### src/shared/clock_select_defines.vh
// Constants for the clock multiplier and clock source selection block.
// Assumes an 8-bit register port with 8-bit addresses and data.
`ifndef CLOCK_SELECT_DEFINES_VH
`define CLOCK_SELECT_DEFINES_VH

`define ADDR_CLK_SRC_SEL 8'hA9
`define ADDR_MUL_CTRL 8'hB9
`define ADDR_EVT_STATUS 8'hE0
`define ADDR_EVT_CLEAR 8'hE1
`define ADDR_EVT_ENABLE 8'hE2
`define ADDR_CLK_STATUS 8'hE3

`define BYTE_ZERO 8'h00
`define MUL_EN_BIT 7
`define MUL_INIT_BIT 6
`define MUL_LOCK_BIT 5
`define USB_SEL_HI 6
`define USB_SEL_LO 4
`define SEL2_HI 1
`define SEL2_LO 0

`define MUL_SEL_INT 2'h0
`define MUL_SEL_EXT 2'h1
`define MUL_SEL_EXT_DIV2 2'h2
`define MUL_SEL_RSVD 2'h3

`define SYS_SEL_INT 2'h0
`define SYS_SEL_EXT 2'h1
`define SYS_SEL_MUL_DIV2 2'h2

`define USB_SEL_MUL 3'h0
`define USB_SEL_INT_DIV2 3'h1
`define USB_SEL_EXT 3'h2
`define USB_SEL_EXT_DIV2 3'h3
`define USB_SEL_EXT_DIV3 3'h4
`define USB_SEL_EXT_DIV4 3'h5

`define MUL_EDGES_PER_IN 2'h3
`define MUL_LOCK_EDGES 4'hF
`define MEAS_MAX 8'hFF
`define EXT_CNT_WRAP 4'hB
`define DIV2 4'h2
`define DIV3 4'h3
`define DIV4 4'h4

`define EVT_LOCK 0
`define EVT_UNLOCK 1
`define EVT_XTAL 2
`define EVT_W 3

`endif

### src/clock_select.v
// Clock multiplier, system clock and USB clock source selection.
// Oscillators arrive as pins and are sampled by core_clk, so every derived
// clock is a level toggled on sampled edges; sources must be well below core_clk.
//
// Implementation choice: the plain strobed port.
`timescale 1ns/1ps
`include "clock_select_defines.vh"

module clock_select (
    // Clock and reset
    input wire core_clk,
    input wire rst_n,
    // Register port
    input wire [7:0] reg_addr,
    input wire [7:0] reg_wdata,
    input wire reg_wr,
    input wire reg_rd,
    output reg [7:0] reg_rdata_ff,
    // Oscillator pins and status
    input wire int_osc_pin,
    input wire ext_osc_pin,
    input wire crystal_valid_pin,
    // Generated clocks
    output reg sys_clk_ff,
    output reg usb_clk_ff,
    output reg ext_periph_clk_ff,
    // Interrupt
    output wire irq
);

    function div_hit;
        input [3:0] cnt;
        input [3:0] n;
        begin
            div_hit = ((cnt % n) == (n - 4'h1));
        end
    endfunction

    function near;
        input [7:0] a;
        input [7:0] b;
        begin
            near = (a > b) ? ((a - b) <= 8'h01) : ((b - a) <= 8'h01);
        end
    endfunction

    reg [2:0] int_sync_ff;
    reg [2:0] ext_sync_ff;
    reg [1:0] xv_sync_ff;
    reg xv_prev_ff;
    reg int_half_ff;
    reg [3:0] ext_cnt_ff;
    reg [2:0] prime_ff;

    reg mul_en_ff;
    reg mul_init_ff;
    reg [1:0] mul_sel_ff;
    reg [1:0] sys_sel_ff;
    reg [2:0] usb_sel_ff;
    reg [1:0] sys_act_ff;
    reg [2:0] usb_act_ff;

    reg [7:0] meas_ff;
    reg [7:0] period_ff;
    reg [7:0] step_ff;
    reg [7:0] step_cnt_ff;
    reg [1:0] left_ff;
    reg [3:0] lock_cnt_ff;
    reg locked_ff;
    reg locked_prev_ff;
    reg mul_half_ff;

    reg [`EVT_W-1:0] evt_status_ff;
    reg [`EVT_W-1:0] evt_enable_ff;

    wire crystal_valid = xv_sync_ff[1];
    // Edges are ignored until the synchronisers hold real pin levels;
    // a pin that is high at reset release would otherwise look like an edge
    wire primed = prime_ff[2];
    wire int_edge = primed & (int_sync_ff[2] ^ int_sync_ff[1]);
    wire ext_edge = primed & (ext_sync_ff[2] ^ ext_sync_ff[1]);
    wire int_div2 = int_edge & int_half_ff;
    wire ext_div2 = ext_edge & div_hit(ext_cnt_ff, `DIV2);
    wire ext_div3 = ext_edge & div_hit(ext_cnt_ff, `DIV3);
    wire ext_div4 = ext_edge & div_hit(ext_cnt_ff, `DIV4);

    wire wr_mul = reg_wr & (reg_addr == `ADDR_MUL_CTRL);
    wire wr_sel = reg_wr & (reg_addr == `ADDR_CLK_SRC_SEL);
    // Initialize only counts when enable was already set before this write
    wire nxt_init = reg_wdata[`MUL_INIT_BIT] & reg_wdata[`MUL_EN_BIT] & mul_en_ff;
    wire mul_restart = wr_mul & nxt_init;
    wire mul_run = mul_en_ff & mul_init_ff & (mul_sel_ff != `MUL_SEL_RSVD);
    // Lock clears one cycle after disable; hide it at once so a read never
    // shows locked beside a cleared enable
    wire lock_seen = locked_ff & mul_run;

    reg mul_in_edge;
    always @* begin
        case (mul_sel_ff)
            `MUL_SEL_INT: mul_in_edge = int_edge;
            `MUL_SEL_EXT: mul_in_edge = ext_edge;
            `MUL_SEL_EXT_DIV2: mul_in_edge = ext_div2;
            default: mul_in_edge = 1'b0;
        endcase
    end

    // One edge on each input edge plus three spread across the measured gap
    wire mul_edge = mul_run & (mul_in_edge | ((left_ff != 2'h0) & (step_cnt_ff == 8'h01)));
    wire mul_div2 = mul_edge & mul_half_ff;
    wire [7:0] nxt_step = (meas_ff[7:2] == 6'h00) ? 8'h01 : {2'h0, meas_ff[7:2]};

    reg sys_edge;
    always @* begin
        case (sys_act_ff)
            `SYS_SEL_INT: sys_edge = int_edge;
            `SYS_SEL_EXT: sys_edge = ext_edge;
            `SYS_SEL_MUL_DIV2: sys_edge = mul_div2;
            default: sys_edge = 1'b0;
        endcase
    end

    reg usb_edge;
    always @* begin
        case (usb_act_ff)
            `USB_SEL_MUL: usb_edge = mul_edge;
            `USB_SEL_INT_DIV2: usb_edge = int_div2;
            `USB_SEL_EXT: usb_edge = ext_edge;
            `USB_SEL_EXT_DIV2: usb_edge = ext_div2;
            `USB_SEL_EXT_DIV3: usb_edge = ext_div3;
            `USB_SEL_EXT_DIV4: usb_edge = ext_div4;
            default: usb_edge = 1'b0;
        endcase
    end

    // Pin synchronisers and oscillator dividers
    always @(posedge core_clk) begin
        if (!rst_n) begin
            int_sync_ff <= 3'h0;
            ext_sync_ff <= 3'h0;
            xv_sync_ff <= 2'h0;
            prime_ff <= 3'h0;
            xv_prev_ff <= 1'b0;
            int_half_ff <= 1'b0;
            ext_cnt_ff <= 4'h0;
            ext_periph_clk_ff <= 1'b0;
        end else begin
            int_sync_ff <= {int_sync_ff[1:0], int_osc_pin};
            ext_sync_ff <= {ext_sync_ff[1:0], ext_osc_pin};
            xv_sync_ff <= {xv_sync_ff[0], crystal_valid_pin};
            prime_ff <= {prime_ff[1:0], 1'b1};
            xv_prev_ff <= crystal_valid;
            if (int_edge)
                int_half_ff <= ~int_half_ff;
            if (ext_edge) begin
                ext_cnt_ff <= (ext_cnt_ff == `EXT_CNT_WRAP) ? 4'h0 : ext_cnt_ff + 4'h1;
                ext_periph_clk_ff <= ~ext_periph_clk_ff;
            end
        end
    end

    // Control registers
    always @(posedge core_clk) begin
        if (!rst_n) begin
            mul_en_ff <= 1'b0;
            mul_init_ff <= 1'b0;
            mul_sel_ff <= `MUL_SEL_INT;
            sys_sel_ff <= `SYS_SEL_INT;
            usb_sel_ff <= `USB_SEL_MUL;
        end else begin
            if (wr_mul) begin
                mul_en_ff <= reg_wdata[`MUL_EN_BIT];
                mul_init_ff <= nxt_init;
                mul_sel_ff <= reg_wdata[`SEL2_HI:`SEL2_LO];
            end
            if (wr_sel) begin
                sys_sel_ff <= reg_wdata[`SEL2_HI:`SEL2_LO];
                usb_sel_ff <= reg_wdata[`USB_SEL_HI:`USB_SEL_LO];
            end
        end
    end

    // Multiplier: period measurement, edge spreading and lock detection
    always @(posedge core_clk) begin
        if (!rst_n || !mul_run || mul_restart) begin
            meas_ff <= 8'h00;
            period_ff <= 8'h00;
            step_ff <= 8'h01;
            step_cnt_ff <= 8'h01;
            left_ff <= 2'h0;
            lock_cnt_ff <= 4'h0;
            locked_ff <= 1'b0;
        end else if (mul_in_edge) begin
            meas_ff <= 8'h01;
            period_ff <= meas_ff;
            step_ff <= nxt_step;
            step_cnt_ff <= nxt_step;
            left_ff <= `MUL_EDGES_PER_IN;
            // Lock needs a run of steady input periods after initialize
            if (near(meas_ff, period_ff) && meas_ff != 8'h00) begin
                if (lock_cnt_ff == `MUL_LOCK_EDGES)
                    locked_ff <= 1'b1;
                else
                    lock_cnt_ff <= lock_cnt_ff + 4'h1;
            end else begin
                lock_cnt_ff <= 4'h0;
                locked_ff <= 1'b0;
            end
        end else begin
            if (meas_ff != `MEAS_MAX)
                meas_ff <= meas_ff + 8'h01;
            if (left_ff != 2'h0) begin
                if (step_cnt_ff == 8'h01) begin
                    left_ff <= left_ff - 2'h1;
                    step_cnt_ff <= step_ff;
                end else begin
                    step_cnt_ff <= step_cnt_ff - 8'h01;
                end
            end
        end
    end

    // Output clocks; a new source is taken only while the output is low
    always @(posedge core_clk) begin
        if (!rst_n) begin
            mul_half_ff <= 1'b0;
            sys_clk_ff <= 1'b0;
            usb_clk_ff <= 1'b0;
            sys_act_ff <= `SYS_SEL_INT;
            usb_act_ff <= `USB_SEL_MUL;
        end else begin
            if (mul_edge)
                mul_half_ff <= ~mul_half_ff;
            if (sys_edge)
                sys_clk_ff <= ~sys_clk_ff;
            if (usb_edge)
                usb_clk_ff <= ~usb_clk_ff;
            // Low phase may be stretched or shortened, the high phase never
            if (!sys_clk_ff && !sys_edge)
                sys_act_ff <= sys_sel_ff;
            if (!usb_clk_ff && !usb_edge)
                usb_act_ff <= usb_sel_ff;
        end
    end

    // Events: set wins over a clear in the same cycle
    wire [`EVT_W-1:0] evt_set = {crystal_valid & ~xv_prev_ff, ~locked_ff & locked_prev_ff,
        locked_ff & ~locked_prev_ff};
    wire [`EVT_W-1:0] evt_clr = (reg_wr && reg_addr == `ADDR_EVT_CLEAR) ? reg_wdata[`EVT_W-1:0] : 3'h0;

    always @(posedge core_clk) begin
        if (!rst_n) begin
            locked_prev_ff <= 1'b0;
            evt_status_ff <= 3'h0;
            evt_enable_ff <= 3'h0;
        end else begin
            locked_prev_ff <= locked_ff;
            evt_status_ff <= (evt_status_ff & ~evt_clr) | evt_set;
            if (reg_wr && reg_addr == `ADDR_EVT_ENABLE)
                evt_enable_ff <= reg_wdata[`EVT_W-1:0];
        end
    end

    assign irq = |(evt_status_ff & evt_enable_ff);

    // Read data stands only in the cycle after the read strobe
    always @(posedge core_clk) begin
        if (!rst_n || !reg_rd) begin
            reg_rdata_ff <= `BYTE_ZERO;
        end else if (reg_addr == `ADDR_MUL_CTRL) begin
            reg_rdata_ff <= {mul_en_ff, mul_init_ff, lock_seen, 3'h0, mul_sel_ff};
        end else if (reg_addr == `ADDR_CLK_SRC_SEL) begin
            reg_rdata_ff <= {1'b0, usb_sel_ff, 2'h0, sys_sel_ff};
        end else if (reg_addr == `ADDR_EVT_STATUS) begin
            reg_rdata_ff <= {5'h00, evt_status_ff};
        end else if (reg_addr == `ADDR_EVT_ENABLE) begin
            reg_rdata_ff <= {5'h00, evt_enable_ff};
        end else if (reg_addr == `ADDR_CLK_STATUS) begin
            reg_rdata_ff <= {6'h00, lock_seen, crystal_valid};
        end else begin
            reg_rdata_ff <= `BYTE_ZERO;
        end
    end

endmodule

### config.mk
export PLATFORM = sky130hd
export DESIGN_NAME = clock_select
export DESIGN_NICKNAME = d
export VERILOG_FILES = /design/src/clock_select.v
export VERILOG_INCLUDE_DIRS = /design/src /design/src/shared
export SDC_FILE = /design/constraint.sdc
export NUM_CORES = 1
export LEC_CHECK = 0
export BUFFER_PORTS_ARGS = -buffer_cell sky130_fd_sc_hd__buf_2
export CAP_MARGIN = 20
export CORE_MARGIN = 2
export CORE_UTILIZATION = 60
export CTS_BUF_LIST = sky130_fd_sc_hd__clkbuf_16
export DETAILED_ROUTE_END_ITERATION = 8
export PLACE_DENSITY = 0.8
export REMOVE_ABC_BUFFERS = 1
export SYNTH_ARGS = -nofsm -noshare
export SYNTH_HDL_FRONTEND = slang
export SYNTH_SLANG_ARGS = --single-unit
### constraint.sdc
create_clock -name core_clk -period 4 [get_ports core_clk]
set_clock_uncertainty 0.1 [all_clocks]
set_input_delay 0.4 -clock core_clk [delete_from_list [all_inputs] [get_ports core_clk]]
set_output_delay 0.4 -clock core_clk [all_outputs]
set_load 0.02 [all_outputs]
Yosys cells after proc, flatten, opt, wreduce, memory -nomap -nowiden:

Index checks and enable logic that the tools add are counted.

* reductions and logical operators: 32
* div/mod/pow operators: 1
* equality and inequality tests: 24
* $lt $le $gt $ge: 3
* $add $sub $neg: 7
* muxes and demuxes: 25
* bitwise gates (word level): 35

Operators with widths (count)
* == test 8 bit, second input constant: 6
* 2-to-1 mux 8 bit: 4
* AND 1 bit: 20
* less-or-equal comparator 8 x 1 -> 1 bit, second input constant: 2
* subtractor 8 bit: 2
* 2-to-1 mux 4 bit: 3
* 2-to-1 mux 3 bit: 3
* adder 4 x 1 -> 4 bit, second input constant: 2
* adder 8 x 1 -> 8 bit, second input constant: 1
* == test 4 bit, second input constant: 2
* == test 8 x 1 -> 1 bit, second input constant: 1
* > comparator 8 bit: 1
* 2-to-1 mux 2 bit: 4
* != test 8 bit, second input constant: 1
* inverter 1 bit: 8
* nonzero test 2 bit: 4
* nonzero test 8 bit: 1
* subtractor 8 x 1 -> 8 bit, second input constant: 1
* logical NOT 1 bit: 7
* 2-to-1 mux 7 bit: 1
* AND 3 bit: 2
* == test 2 bit, second input constant: 3
* == test 3 x 2 -> 1 bit, second input constant: 2
* == test 3 bit, second input constant: 2
* 24 further kinds: 44

* output and inout port bits: 12
* flip-flop bits (word level): 89
* bits of input ports: 23
* word-level logic and storage cells: 161

Longest topological paths before layout:

Gate-level depths: netlist (run 1).

* depth after elaboration: 10
* mapped depth: 16
* mapped depth without buffers: 15

Worst setup path after synthesis (run 1):

OpenSTA, ideal clock, no wires.

* path kind: flip-flop to flip-flop
* from: reg ext_cnt_ff[3]
* to: reg usb_clk_ff
* slack: 1.166 ns
* cell stages (with the launch flop): 16
* data required time: 3.784 ns
* library setup time: 0.116 ns
* path buffers: 1
* data arrival time: 2.618 ns
* cell sequence: dfxtp_1 -> clkbuf_2 -> nor2b_2 -> ha_1 -> inv_1 -> ha_1 -> inv_1 -> a21oi_1 -> xnor2_1 -> ha_1 -> nand2_1 -> or2_0 -> a2111o_1 -> a21oi_1 -> o21ai_0 -> and3b_1

* longest elaborated chain between the ends: 4

RTL lines
* from (decl): line clock_select.v:52 `reg [3:0] ext_cnt_ff;`
* from (signal assigned): line clock_select.v:155 `` ext_cnt_ff <= (ext_cnt_ff == `EXT_CNT_WRAP) ? 4'h0 : ext_cnt_ff + 4'h1; ``
* modulo 4 x 2 -> 4 bit: line clock_select.v:35 `div_hit = ((cnt % n) == (n - 4'h1));`
* == test 4 x 2 -> 1 bit: line clock_select.v:35
* AND 1 bit: line clock_select.v:84 `` wire ext_div3 = ext_edge & div_hit(ext_cnt_ff, `DIV3); ``
* one-hot mux 1 bit (6 select lines): line clock_select.v:124 `case (usb_act_ff)`
* to (signal assigned): line clock_select.v:236 `usb_clk_ff <= ~usb_clk_ff;`
* to (decl): line clock_select.v:25 `output reg usb_clk_ff,`

Every way passes these cells.
A chain may end at the register's enable or synchronous reset.

Final worst setup path (run 1):

Same ends and word-level chain as after synthesis.

==> results of run 1 <==
[layout by cell type (no fill, tap or decap), types with 3 or more instances in the layout]
cell / n
dfxtp_1: 86
nand2_1: 75
a21oi_1: 47
nor2_1: 46
inv_1: 39
buf_2: 32
ha_1: 26
o21ai_0: 25
nand3_1: 23
and2_1: 20
mux2i_1: 14
xnor2_1: 12
nor2b_1: 12
a21boi_0: 12
nor3_1: 11
nand2b_1: 11
clkbuf_16: 9
a211oi_1: 7
nand4_1: 6
a31oi_1: 6
xor2_1: 5
a22oi_1: 4
and3_1: 4
nor4_1: 4
or3_1: 3
a311oi_1: 3
o31ai_1: 3
nor4b_1: 3
a21o_1: 3
and3b_1: 3
o221ai_1: 3
inv_6: 3
[power groups by stage]
stage	Clock [W]	Sequential, W	Combinational, W
2_1_floorplan	0	0.000886	0.0000209
3_3_place_gp	0	0.000886	0.0000466
3_5_place_dp	0	0.000887	0.0000482
4_1_cts	0.000863	0.000867	0.0000483
5_1_grt	0.000902	0.000867	0.0000541
6_report	0.000850	0.000867	0.0000483
[worst max-delay path: stages, from the launching register on]
cell and delay, ps:
dfxtp_1 480, nor2b_2 110, ha_1 190, inv_1 50
ha_1 180, inv_1 80, a21oi_1 300, xnor2_1 130
ha_1 320, nand2_1 50, or2_0 200, a2111o_1 370
a21oi_1 250, nor3_2 120, and3b_1 220
[layer usage]
layer | GRT usage | vias to the layer above | wire (um)
met3 | 0.0415 | 8 | 455
li1 | - | 2073 | -
met4 | 0.0933 | 0 | 106
met2 | 0.415 | 108 | 4880
met5 | 0 | - | 0
met1 | 0.303 | 1922 | 4500
[through the flow]
step	instance area [um^2]	total power, W	hold slack, ps	std cells
6_report	5210	0.00177	167	710
5_1_grt	5210	0.00182	175	710
4_1_cts	5190	0.00178	160	709
3_5_place_dp	4890	0.000935	322	693
3_3_place_gp	4890	0.000933	312	693
2_1_floorplan	4580	0.000907	312	557
[area by class of cell]
cell class,instances,area share
Sequential cell,86,0.331
Clock inverter,7,0.0154
Clock buffer,9,0.0433
Multi-Input combinational cell,432,0.522
Timing Repair Buffer,35,0.0365
Tap cell,102,0.0245
Inverter,39,0.0281
[worst paths after layout]
path	start	to	slack, ps
setup / recovery	ext_cnt_ff[3]$_SDFFE_PN0P_	usb_clk_ff$_SDFFE_PN0P_	800
hold / removal	int_osc_pin	int_sync_ff[0]$_SDFF_PN0_	170
setup reg to reg	ext_cnt_ff[3]$_SDFFE_PN0P_	usb_clk_ff$_SDFFE_PN0P_	800
hold reg to reg	ext_sync_ff[0]$_SDFF_PN0_	ext_sync_ff[1]$_SDFF_PN0_	340
[flip-flops by register name, summed over array words and instances (netlist names), 2 cells and up]
| signal | cells |
|---|---|
| ext_sync_ff | 3 |
| mul_sel_ff | 2 |
| lock_cnt_ff | 4 |
| step_ff | 6 |
| evt_status_ff | 3 |
| usb_act_ff | 3 |
| period_ff | 8 |
| usb_sel_ff | 3 |
| reg_rdata_ff | 7 |
| meas_ff | 8 |
| sys_act_ff | 2 |
| prime_ff | 3 |
| ext_cnt_ff | 4 |
| left_ff | 2 |
| step_cnt_ff | 8 |
| evt_enable_ff | 3 |
| xv_sync_ff | 2 |
| int_sync_ff | 3 |
| sys_sel_ff | 2 |
[logic make-up (layout without fill, tap and decap cells)]
logic type      after synthesis  in the layout  share of synthesized area
mux                          16             16                     0.0355
flops                        86             86                      0.368
other cells                   1              1                   0.000801
buf+inv                      63             90                     0.0526
fa+ha+maj                    28             28                     0.0780
compound gates              135            135                      0.184
simple gates                235            235                      0.250
xor+xnor                     17             17                     0.0318
==> flow_summary.toml, run 1 <==
[synth]
ys_ff_latch = 86
synth_cell_types = 66
synthArstFlopShare = 0
synth_common_cells = "dfxtp_1, nand2_1, a21oi_1"
yosysWarnings = 0
synthesis.area_um2 = 4680
synthCells = 581
ys.flop_type = "dfxtp_1"
synth_most_common_cell = "dfxtp_1"
syn_avg_cell_area_um2 = 8.06
ys_top_cells_by_area = "dfxtp_1, ha_1, nand2_1"
yosysSeqAreaShare = 0.368
yosysTopAreaCellShare = 0.368
synth-edff-count = 0
post-synth-top-area-cell = "dfxtp_1"

[floorplanning]
fp.dieW_um = 92.4
rows = 32
core-area_um2 = 7650
ioPinCount = 35
start_util = 0.612
die_height_um = 92.4
dieArea_um2 = 8530

[clock_network]
cts_root_buf = "clkbuf_16"
cts-buffers-inserted = 9
hold_buffers = 0
cts.sinks = 86
clock_path_buffers = 2
cts_tree = "yes"
post_cts_buffers = 0
cts_resized = 0
clk_pin_slew_worst_paths_ps = 70
htree_levels = 3
clk_latency_ps = 330

[placement]
pre_cts_ws_ps = 835
gp_congestion = 0.863
portBuffers = 32
hpwl_um = 7120

[grt]
grt_pass1_wl_um = 16900
antenna_found_initial = 0
grt.overflow.total = 0
grt_usage = 0.242
grt_max_degree = 51
grt_pass1_vias = 3798

[cells_and_area]
diodes = 0
syn_to_final_growth_pct = 11.2
multi_input_area_um2 = 2720
final_util = 0.681
seq_area_um2 = 1720
final_nets = 654
nFillCells = 630
drive_above_1_share = 0.0987

[job]
maxCapViolCount = 0

[power]
power_frac_seq = 0.491
power.share.combinational = 0.027
ir_drop_v = 0.000242
leakage_nw = 2.06
p_int_w = 0.00138
clkPwrFrac = 0.481
swShare = 0.220
switching_power_w = 0.000388
powerDensity_nw_per_um2 = 339

[timing]
finalHoldViolCount = 0
fin_crit_ps = 3200
finalCritPeriodShare = 0.800
rsz0062_at_grt = "false"
fin_ws_ps = 800
max-slew-margin-rel = 0.551
maxSlewViolCount = 0
tns_ps = 0
fmax_mhz = 313
setup_viol = 0
worst_pin_slew_ps = 671

[worst_setup_path]
crit_required_ps = 4170
arrival_ps = 3370
rr_worst_depth = 14
end_kind = "flip-flop"
start_kind = "flip-flop"
path_class = "reg -> reg"
crit_fanout = 9

[worst_hold_path]
min_delay_path_depth = 2
hold_path_class = "in -> reg"

[run_status]
status = "completed"

[routing]
drc = 0
via_per_inst = 5.79
dr_total_vias = 4111
ant_nets = 0
wl_per_cell_um = 14.0
drt_wl_total_um = 9940
drt_iter0_drc = 202
first_pass_iters = 5
(Power assumes the default switching activity.)
==> run 2: changes to the inputs <==
--- a/config.mk
+++ b/config.mk
@@ -6,13 +6,14 @@
 export SDC_FILE = /design/constraint.sdc
 export NUM_CORES = 1
 export LEC_CHECK = 0
+export ABC_AREA = 1
 export BUFFER_PORTS_ARGS = -buffer_cell sky130_fd_sc_hd__buf_2
 export CAP_MARGIN = 20
 export CORE_MARGIN = 2
-export CORE_UTILIZATION = 60
+export CORE_UTILIZATION = 55
 export CTS_BUF_LIST = sky130_fd_sc_hd__clkbuf_16
 export DETAILED_ROUTE_END_ITERATION = 8
-export PLACE_DENSITY = 0.8
+export PLACE_DENSITY = 0.77
 export REMOVE_ABC_BUFFERS = 1
 export SYNTH_ARGS = -nofsm -noshare
 export SYNTH_HDL_FRONTEND = slang
==> constraint.sdc (replaced) <==
create_clock -name core_clk -period 2.9 [get_ports core_clk]
set_clock_uncertainty 0.1 [all_clocks]
set_input_delay 0.29 -clock core_clk [delete_from_list [all_inputs] [get_ports core_clk]]
set_output_delay 0.29 -clock core_clk [all_outputs]
set_load 0.02 [all_outputs]
==> run 2 against run 1 <==
- clock-buffer cell count unchanged
- fmax up 17%
- synthesized area up 2.4%
- critical path depth up 7
- first-iteration DRC count up 6.9%
- critical endpoint is now usb_act_ff[1]$_SDFFE_PN0P_
- largest power group unchanged
==> flow_summary.toml, run 2 <==
[cells_and_area]
drive_above_1_share = 0.108
fin_area_um2 = 5390
syn_to_final_growth_pct = 12.5
diodes = 0
top_regs = "meas_ff (8), period_ff (8), step_cnt_ff (8)"
final_util = 0.628
final_common_cell = "nand2_1"
final_nets = 789
final_cell_mix = "nand2_1, inv_1, dfxtp_1, nor2_1, nand3_1"

[worst_setup_path]
end_kind = "flip-flop"
crit_fanout = 5
cp.buffers_inverters = 6
slowest_delay_ps = 320
worst_path_max_delay_cell = "dfxtp_1"
arrival_ps = 2920
start_kind = "flip-flop"
path_delay_family = "simple AND/OR/NAND/NOR gates"
cpMostUsedCell = "inv_1"
crit_required_ps = 3080
cp_cell_sequence = "inv_2 -> nand2_2 -> inv_1 -> ha_1 -> inv_1 -> ha_4 -> inv_1 -> nor2_2 -> a21oi_2 -> nand2_1 -> nand2_2 -> ha_1 -> inv_2 -> or2_2 -> nand3_1 -> nand2_1 -> nand2_2 -> nand3_4 -> nand2_1 -> inv_1 -> nor2_2"
path_class = "reg -> reg"

[power]
swShare = 0.227
switching_power_w = 0.000558
clkPwrFrac = 0.483
ir_drop_v = 0.000257
p_int_w = 0.00189
power.share.combinational = 0.029
power_frac_seq = 0.488
leakage_nw = 2.40
power_w = 0.00245
powerDensity_nw_per_um2 = 455

[worst_hold_path]
hold_path_class = "in -> reg"

[grt]
antenna_found_initial = 0
grt_max_degree = 36
grt_usage = 0.237
grt_pass1_vias = 4304
grt.overflow.total = 0
grt_pass1_wl_um = 18800

[synth]
synth-edff-count = 0
ys_top_cells_by_area = "dfxtp_1, nand2_1, inv_1"
yosysWarnings = 0
synth_cell_types = 44
synthArstFlopShare = 0
synthesis.area_um2 = 4790
synthCells = 705
synth_common_cells = "nand2_1, inv_1, dfxtp_1"
synth_most_common_cell = "nand2_1"
ys_ff_latch = 86
ys.flop_type = "dfxtp_1"
yosysTopAreaCellShare = 0.359
post-synth-top-area-cell = "dfxtp_1"
syn_avg_cell_area_um2 = 6.80
yosysSeqAreaShare = 0.359

[routing]
dr_total_vias = 4601
drt_iter0_drc = 216
first_pass_iters = 5
ant_nets = 0
drc = 0
wl_per_cell_um = 13.0
via_per_inst = 5.41
drt_wl_total_um = 11000

[floorplanning]
start_util = 0.558
dieArea_um2 = 9480
ioPinCount = 35
fp.dieW_um = 97.4
rows = 34
core-area_um2 = 8590
die_height_um = 97.4

[clock_network]
cts.sinks = 86
cts-buffers-inserted = 9
htree_levels = 3
clk_latency_ps = 340
clock_path_buffers = 2
cts_tree = "yes"
clk_pin_slew_worst_paths_ps = 70
hold_buffers = 0
post_cts_buffers = 0
cts_root_buf = "clkbuf_16"

[placement]
gp_congestion = 0.951
portBuffers = 32
pre_cts_ws_ps = 114
post_dp_cell_area_um2 = 5050
hpwl_um = 8090

[timing]
fmax_mhz = 364
fin_ws_ps = 156
fin_crit_ps = 2740
maxSlewViolCount = 0
max-slew-margin-rel = 0.610
worst_pin_slew_ps = 580
finalHoldViolCount = 0
fin_hold_ws_ps = 33.6
setup_viol = 0
finalCritPeriodShare = 0.946

[run_status]
status = "completed"

[job]
maxCapViolCount = 0
run 2: cell types whose count changed in the layout (fill, tap and decap cells not counted), sizes merged, moves of 12 or more:
cell | before | now
and2 | 20 | 1
a21boi | 12 | 0
nand2 | 75 | 176
nand3 | 23 | 47
o21ai | 27 | 39
nor2b | 14 | 0
nor2 | 46 | 60
inv | 43 | 137
mux2i | 14 | 0
run 2: power by group through the flow:
stage	combinational (W)	sequential (W)	clock, W
after floorplan	0.0000347	0.00122	0
after global placement	0.0000676	0.00122	0
after detailed placement	0.0000708	0.00122	0
after CTS	0.0000713	0.00120	0.00119
after global routing	0.0000824	0.00120	0.00124
final	0.0000723	0.00120	0.00118
run 2: worst min-delay path: stages:
cell	delay (ps)
buf_2	70
nand2_1	40
inv_1	40
run 2: repair_timing:
action,CTS,global route
gates resized for setup,0,12
endpoints found under the setup margin,0,4
endpoints found under the hold margin,0,0
run 2: worst paths after layout:
| check | startpoint | end | slack [ps] | depth (start not counted) |
|---|---|---|---|---|
| setup / recovery | ext_cnt_ff[3]$_SDFFE_PN0P_ | usb_act_ff[1]$_SDFFE_PN0P_ | 160 | 21 |
| hold / removal | int_osc_pin | int_sync_ff[0]$_SDFF_PN0_ | 30 | 3 |
| setup reg to reg | ext_cnt_ff[3]$_SDFFE_PN0P_ | usb_act_ff[1]$_SDFFE_PN0P_ | 160 | 21 |
| hold reg to reg | prime_ff[0]$_DFF_P_ | prime_ff[1]$_SDFF_PN0_ | 320 | 2 |
run 2: cells by family (layout without fill, tap and decap cells):
kind of cell	count (synthesis)	count (layout)	synth area share
adders and majority gates	28	28	0.0762
buffers and inverters	147	185	0.118
other	1	1	0.000782
xor gates and xnor gates	6	6	0.0110
and+or+nand+nor	324	324	0.299
AOI/OAI and AO/OA	113	113	0.136
DFF	86	86	0.359
run 2: area by class of cell:
cell class / count / area [um^2]
well taps: 108 / 135
clock buffers: 9 / 225
inverters: 134 / 505
flip-flops and latches: 86 / 1720
fillers: 784 / 3200
repair buffers: 35 / 183
multi-input cells: 472 / 2540
clock inverters: 7 / 80.1
run 2: per-layer routing:
metal,global-route usage,vias to the layer above,wire length [um]
li1,-,2336,-
met1,0.298,2148,4940
met2,0.416,105,5520
met3,0.0417,12,456
met4,0.0694,0,116
met5,0,-,0
run 2: per-stage QoR:
stage	cells	TNS (ps)
floorplan	692	0
global placement	835	0
detailed placement	835	0
CTS	851	0
global route	851	-32.9
finish	851	0
==> run 3: changes to the inputs <==
--- a/config.mk
+++ b/config.mk
@@ -10,10 +10,12 @@
 export BUFFER_PORTS_ARGS = -buffer_cell sky130_fd_sc_hd__buf_2
 export CAP_MARGIN = 20
 export CORE_MARGIN = 2
-export CORE_UTILIZATION = 55
+export CORE_UTILIZATION = 60
 export CTS_BUF_LIST = sky130_fd_sc_hd__clkbuf_16
+export CTS_CLUSTER_SIZE = 40
 export DETAILED_ROUTE_END_ITERATION = 8
-export PLACE_DENSITY = 0.77
+export MAX_ROUTING_LAYER = met4
+export PLACE_DENSITY = 0.79
 export REMOVE_ABC_BUFFERS = 1
 export SYNTH_ARGS = -nofsm -noshare
 export SYNTH_HDL_FRONTEND = slang
==> constraint.sdc (replaced) <==
create_clock -name core_clk -period 2.91 [get_ports core_clk]
set_clock_uncertainty 0.1 [all_clocks]
set_input_delay 0.291 -clock core_clk [delete_from_list [all_inputs] [get_ports core_clk]]
set_output_delay 0.291 -clock core_clk [all_outputs]
set_load 0.02 [all_outputs]
==> run 3 against run 2 <==
- die area is 8.0% lower
- fmax grew 1.1%
- clock power is essentially flat
==> flow_summary.toml, run 3 (synthesized netlist as in run 2, its figures left out) <==
[worst_setup_path]
cp.buffers_inverters = 5
path_class = "reg -> reg"
reg2reg_to = "usb_act_ff[2]$_SDFFE_PN0P_"
crit-reg2reg-launch = "ext_cnt_ff[2]$_SDFFE_PN0P_"
rr_worst_depth = 21
arrival_ps = 2880
start_kind = "flip-flop"
crit_required_ps = 3080
reg2reg_slack_ps = 190
cp_cell_sequence = "nand2_2 -> inv_1 -> ha_1 -> inv_1 -> ha_2 -> inv_1 -> nor2_2 -> a21oi_2 -> nand2_1 -> nand2_2 -> ha_2 -> inv_2 -> o21ai_0 -> nand2_1 -> nand3_1 -> nand2_1 -> nand2_4 -> nand3_4 -> nand2_1 -> inv_1 -> nor2_1"
path_delay_family = "simple AND/OR/NAND/NOR gates"
end_kind = "flip-flop"
crit_fanout = 5
worst_path_max_delay_cell = "dfxtp_1"
slowest_delay_ps = 380

[cells_and_area]
syn_to_final_growth_pct = 12.3
top_regs = "meas_ff (8), period_ff (8), step_cnt_ff (8)"
nFillCells = 665
final_cell_mix = "nand2_1, inv_1, dfxtp_1, nor2_1, nand3_1"
final_common_cell = "nand2_1"
drive_above_1_share = 0.104
final_nets = 789
diodes = 0

[worst_hold_path]
hold_start = "int_osc_pin"
min_delay_path_depth = 3
min_to = "int_sync_ff[0]$_SDFF_PN0_"
hold_path_class = "in -> reg"

[routing]
ant_nets = 0
drt_iter0_drc = 216
dr_total_vias = 4557
maxUsedRoutingLayer = "met4"
wl_met2_um = 5540
wl_per_cell_um = 13.3
wl_met1_um = 5190
first_pass_iters = 5
met3_length_um = 375
via_per_inst = 5.39
drt_wl_total_um = 11200
drc = 0

[floorplanning]
die_height_um = 93.4
core-area_um2 = 7730
rows = 32
ioPinCount = 35
dieArea_um2 = 8720
start_util = 0.620
fp.dieW_um = 93.4

[grt]
antenna_found_initial = 0
grt.overflow.total = 0
grt_pass1_wl_um = 18900
grt_usage = 0.274
grt_pass1_vias = 4250
grt_max_degree = 36

[placement]
hpwl_um = 8040
gp_congestion = 0.871
portBuffers = 32
pre_cts_ws_ps = 169

[timing]
fin_crit_ps = 2720
max-slew-margin-rel = 0.615
fmax_mhz = 368
setup_viol = 0
worst_pin_slew_ps = 572
maxSlewViolCount = 0
finalCritPeriodShare = 0.933
fin_ws_ps = 195
tns_ps = 0
finalHoldViolCount = 0

[run_status]
status = "completed"

[clock_network]
hold_buffers = 0
clk_latency_ps = 340
post_cts_buffers = 0
cts-buffers-inserted = 9
cts_tree = "yes"
clk_pin_slew_worst_paths_ps = 60
htree_levels = 3
cts.sinks = 86
cts_root_buf = "clkbuf_16"
clock_path_buffers = 2

[power]
ir_drop_v = 0.000289
leakage_nw = 2.41
powerDensity_nw_per_um2 = 449
power_w = 0.00242

[job]
maxCapViolCount = 0
[run 3: changes by cell type in the layout (fill, tap and decap cells not counted), sizes merged]
cell / before / now
clkinv: 2 / 1
inv: 137 / 138
[run 3: layout make-up]
| class | count | area (um^2) | area share |
|---|---|---|---|
| Clock inverter | 7 | 71.3 | 0.0132 |
| Clock buffer | 9 | 225 | 0.0418 |
| Inverter | 134 | 505 | 0.0939 |
| Multi-Input combinational cell | 472 | 2540 | 0.471 |
| Timing Repair Buffer | 35 | 195 | 0.0363 |
| Tap cell | 102 | 128 | 0.0237 |
| Sequential cell | 86 | 1720 | 0.320 |
[run 3: per-layer routing]
metal / vias to the layer above / global-route usage
met1: 2108 / 0.342
met3: 13 / 0.0467
li1: 2333 / -
met2: 103 / 0.463
met5: - / -
met4: 0 / 0.0711
[run 3: worst max-delay path by stage]
stage,slack (ps),end,startpoint,cells past startpoint
2_1_floorplan,490,usb_act_ff[0]$_SDFFE_PN0P_,ext_cnt_ff[3]$_SDFFE_PN0P_,21
3_3_place_gp,340,usb_act_ff[1]$_SDFFE_PN0P_,ext_cnt_ff[3]$_SDFFE_PN0P_,21
3_5_place_dp,170,usb_act_ff[2]$_SDFFE_PN0P_,ext_cnt_ff[3]$_SDFFE_PN0P_,21
4_1_cts,70,usb_act_ff[2]$_SDFFE_PN0P_,ext_cnt_ff[3]$_SDFFE_PN0P_,21
5_1_grt,-1,usb_act_ff[2]$_SDFFE_PN0P_,ext_cnt_ff[2]$_SDFFE_PN0P_,20
6_report,190,usb_act_ff[2]$_SDFFE_PN0P_,ext_cnt_ff[2]$_SDFFE_PN0P_,21
[run 3: timing repair]
action	4_1_cts	5_1_grt
endpoints found under the hold margin	0	0
gates resized for setup	0	11
setup endpoints to repair	0	4
[run 3: stage by stage]
step	instances	instance area (um^2)	hold WS [ps]	utilization
2_1_floorplan	692	4730	219	-
3_3_place_gp	829	5050	293	0.654
3_5_place_dp	829	5050	299	0.654
4_1_cts	845	5350	33.0	0.693
5_1_grt	845	5380	36.4	0.697
6_report	845	5380	40.1	0.697
[run 3: tightest hold or removal path: cells and delay by family]
kind | cells | cell delay (ps)
AND/OR/NAND/NOR | 1 | 40
buffers and inverters | 2 | 120
[run 3: power by group]
group	switching, W	total, W	internal (W)
Sequential	0.00000533	0.00119	0.00119
Combinational	0.0000477	0.0000718	0.0000242
Clock	0.000486	0.00115	0.000669
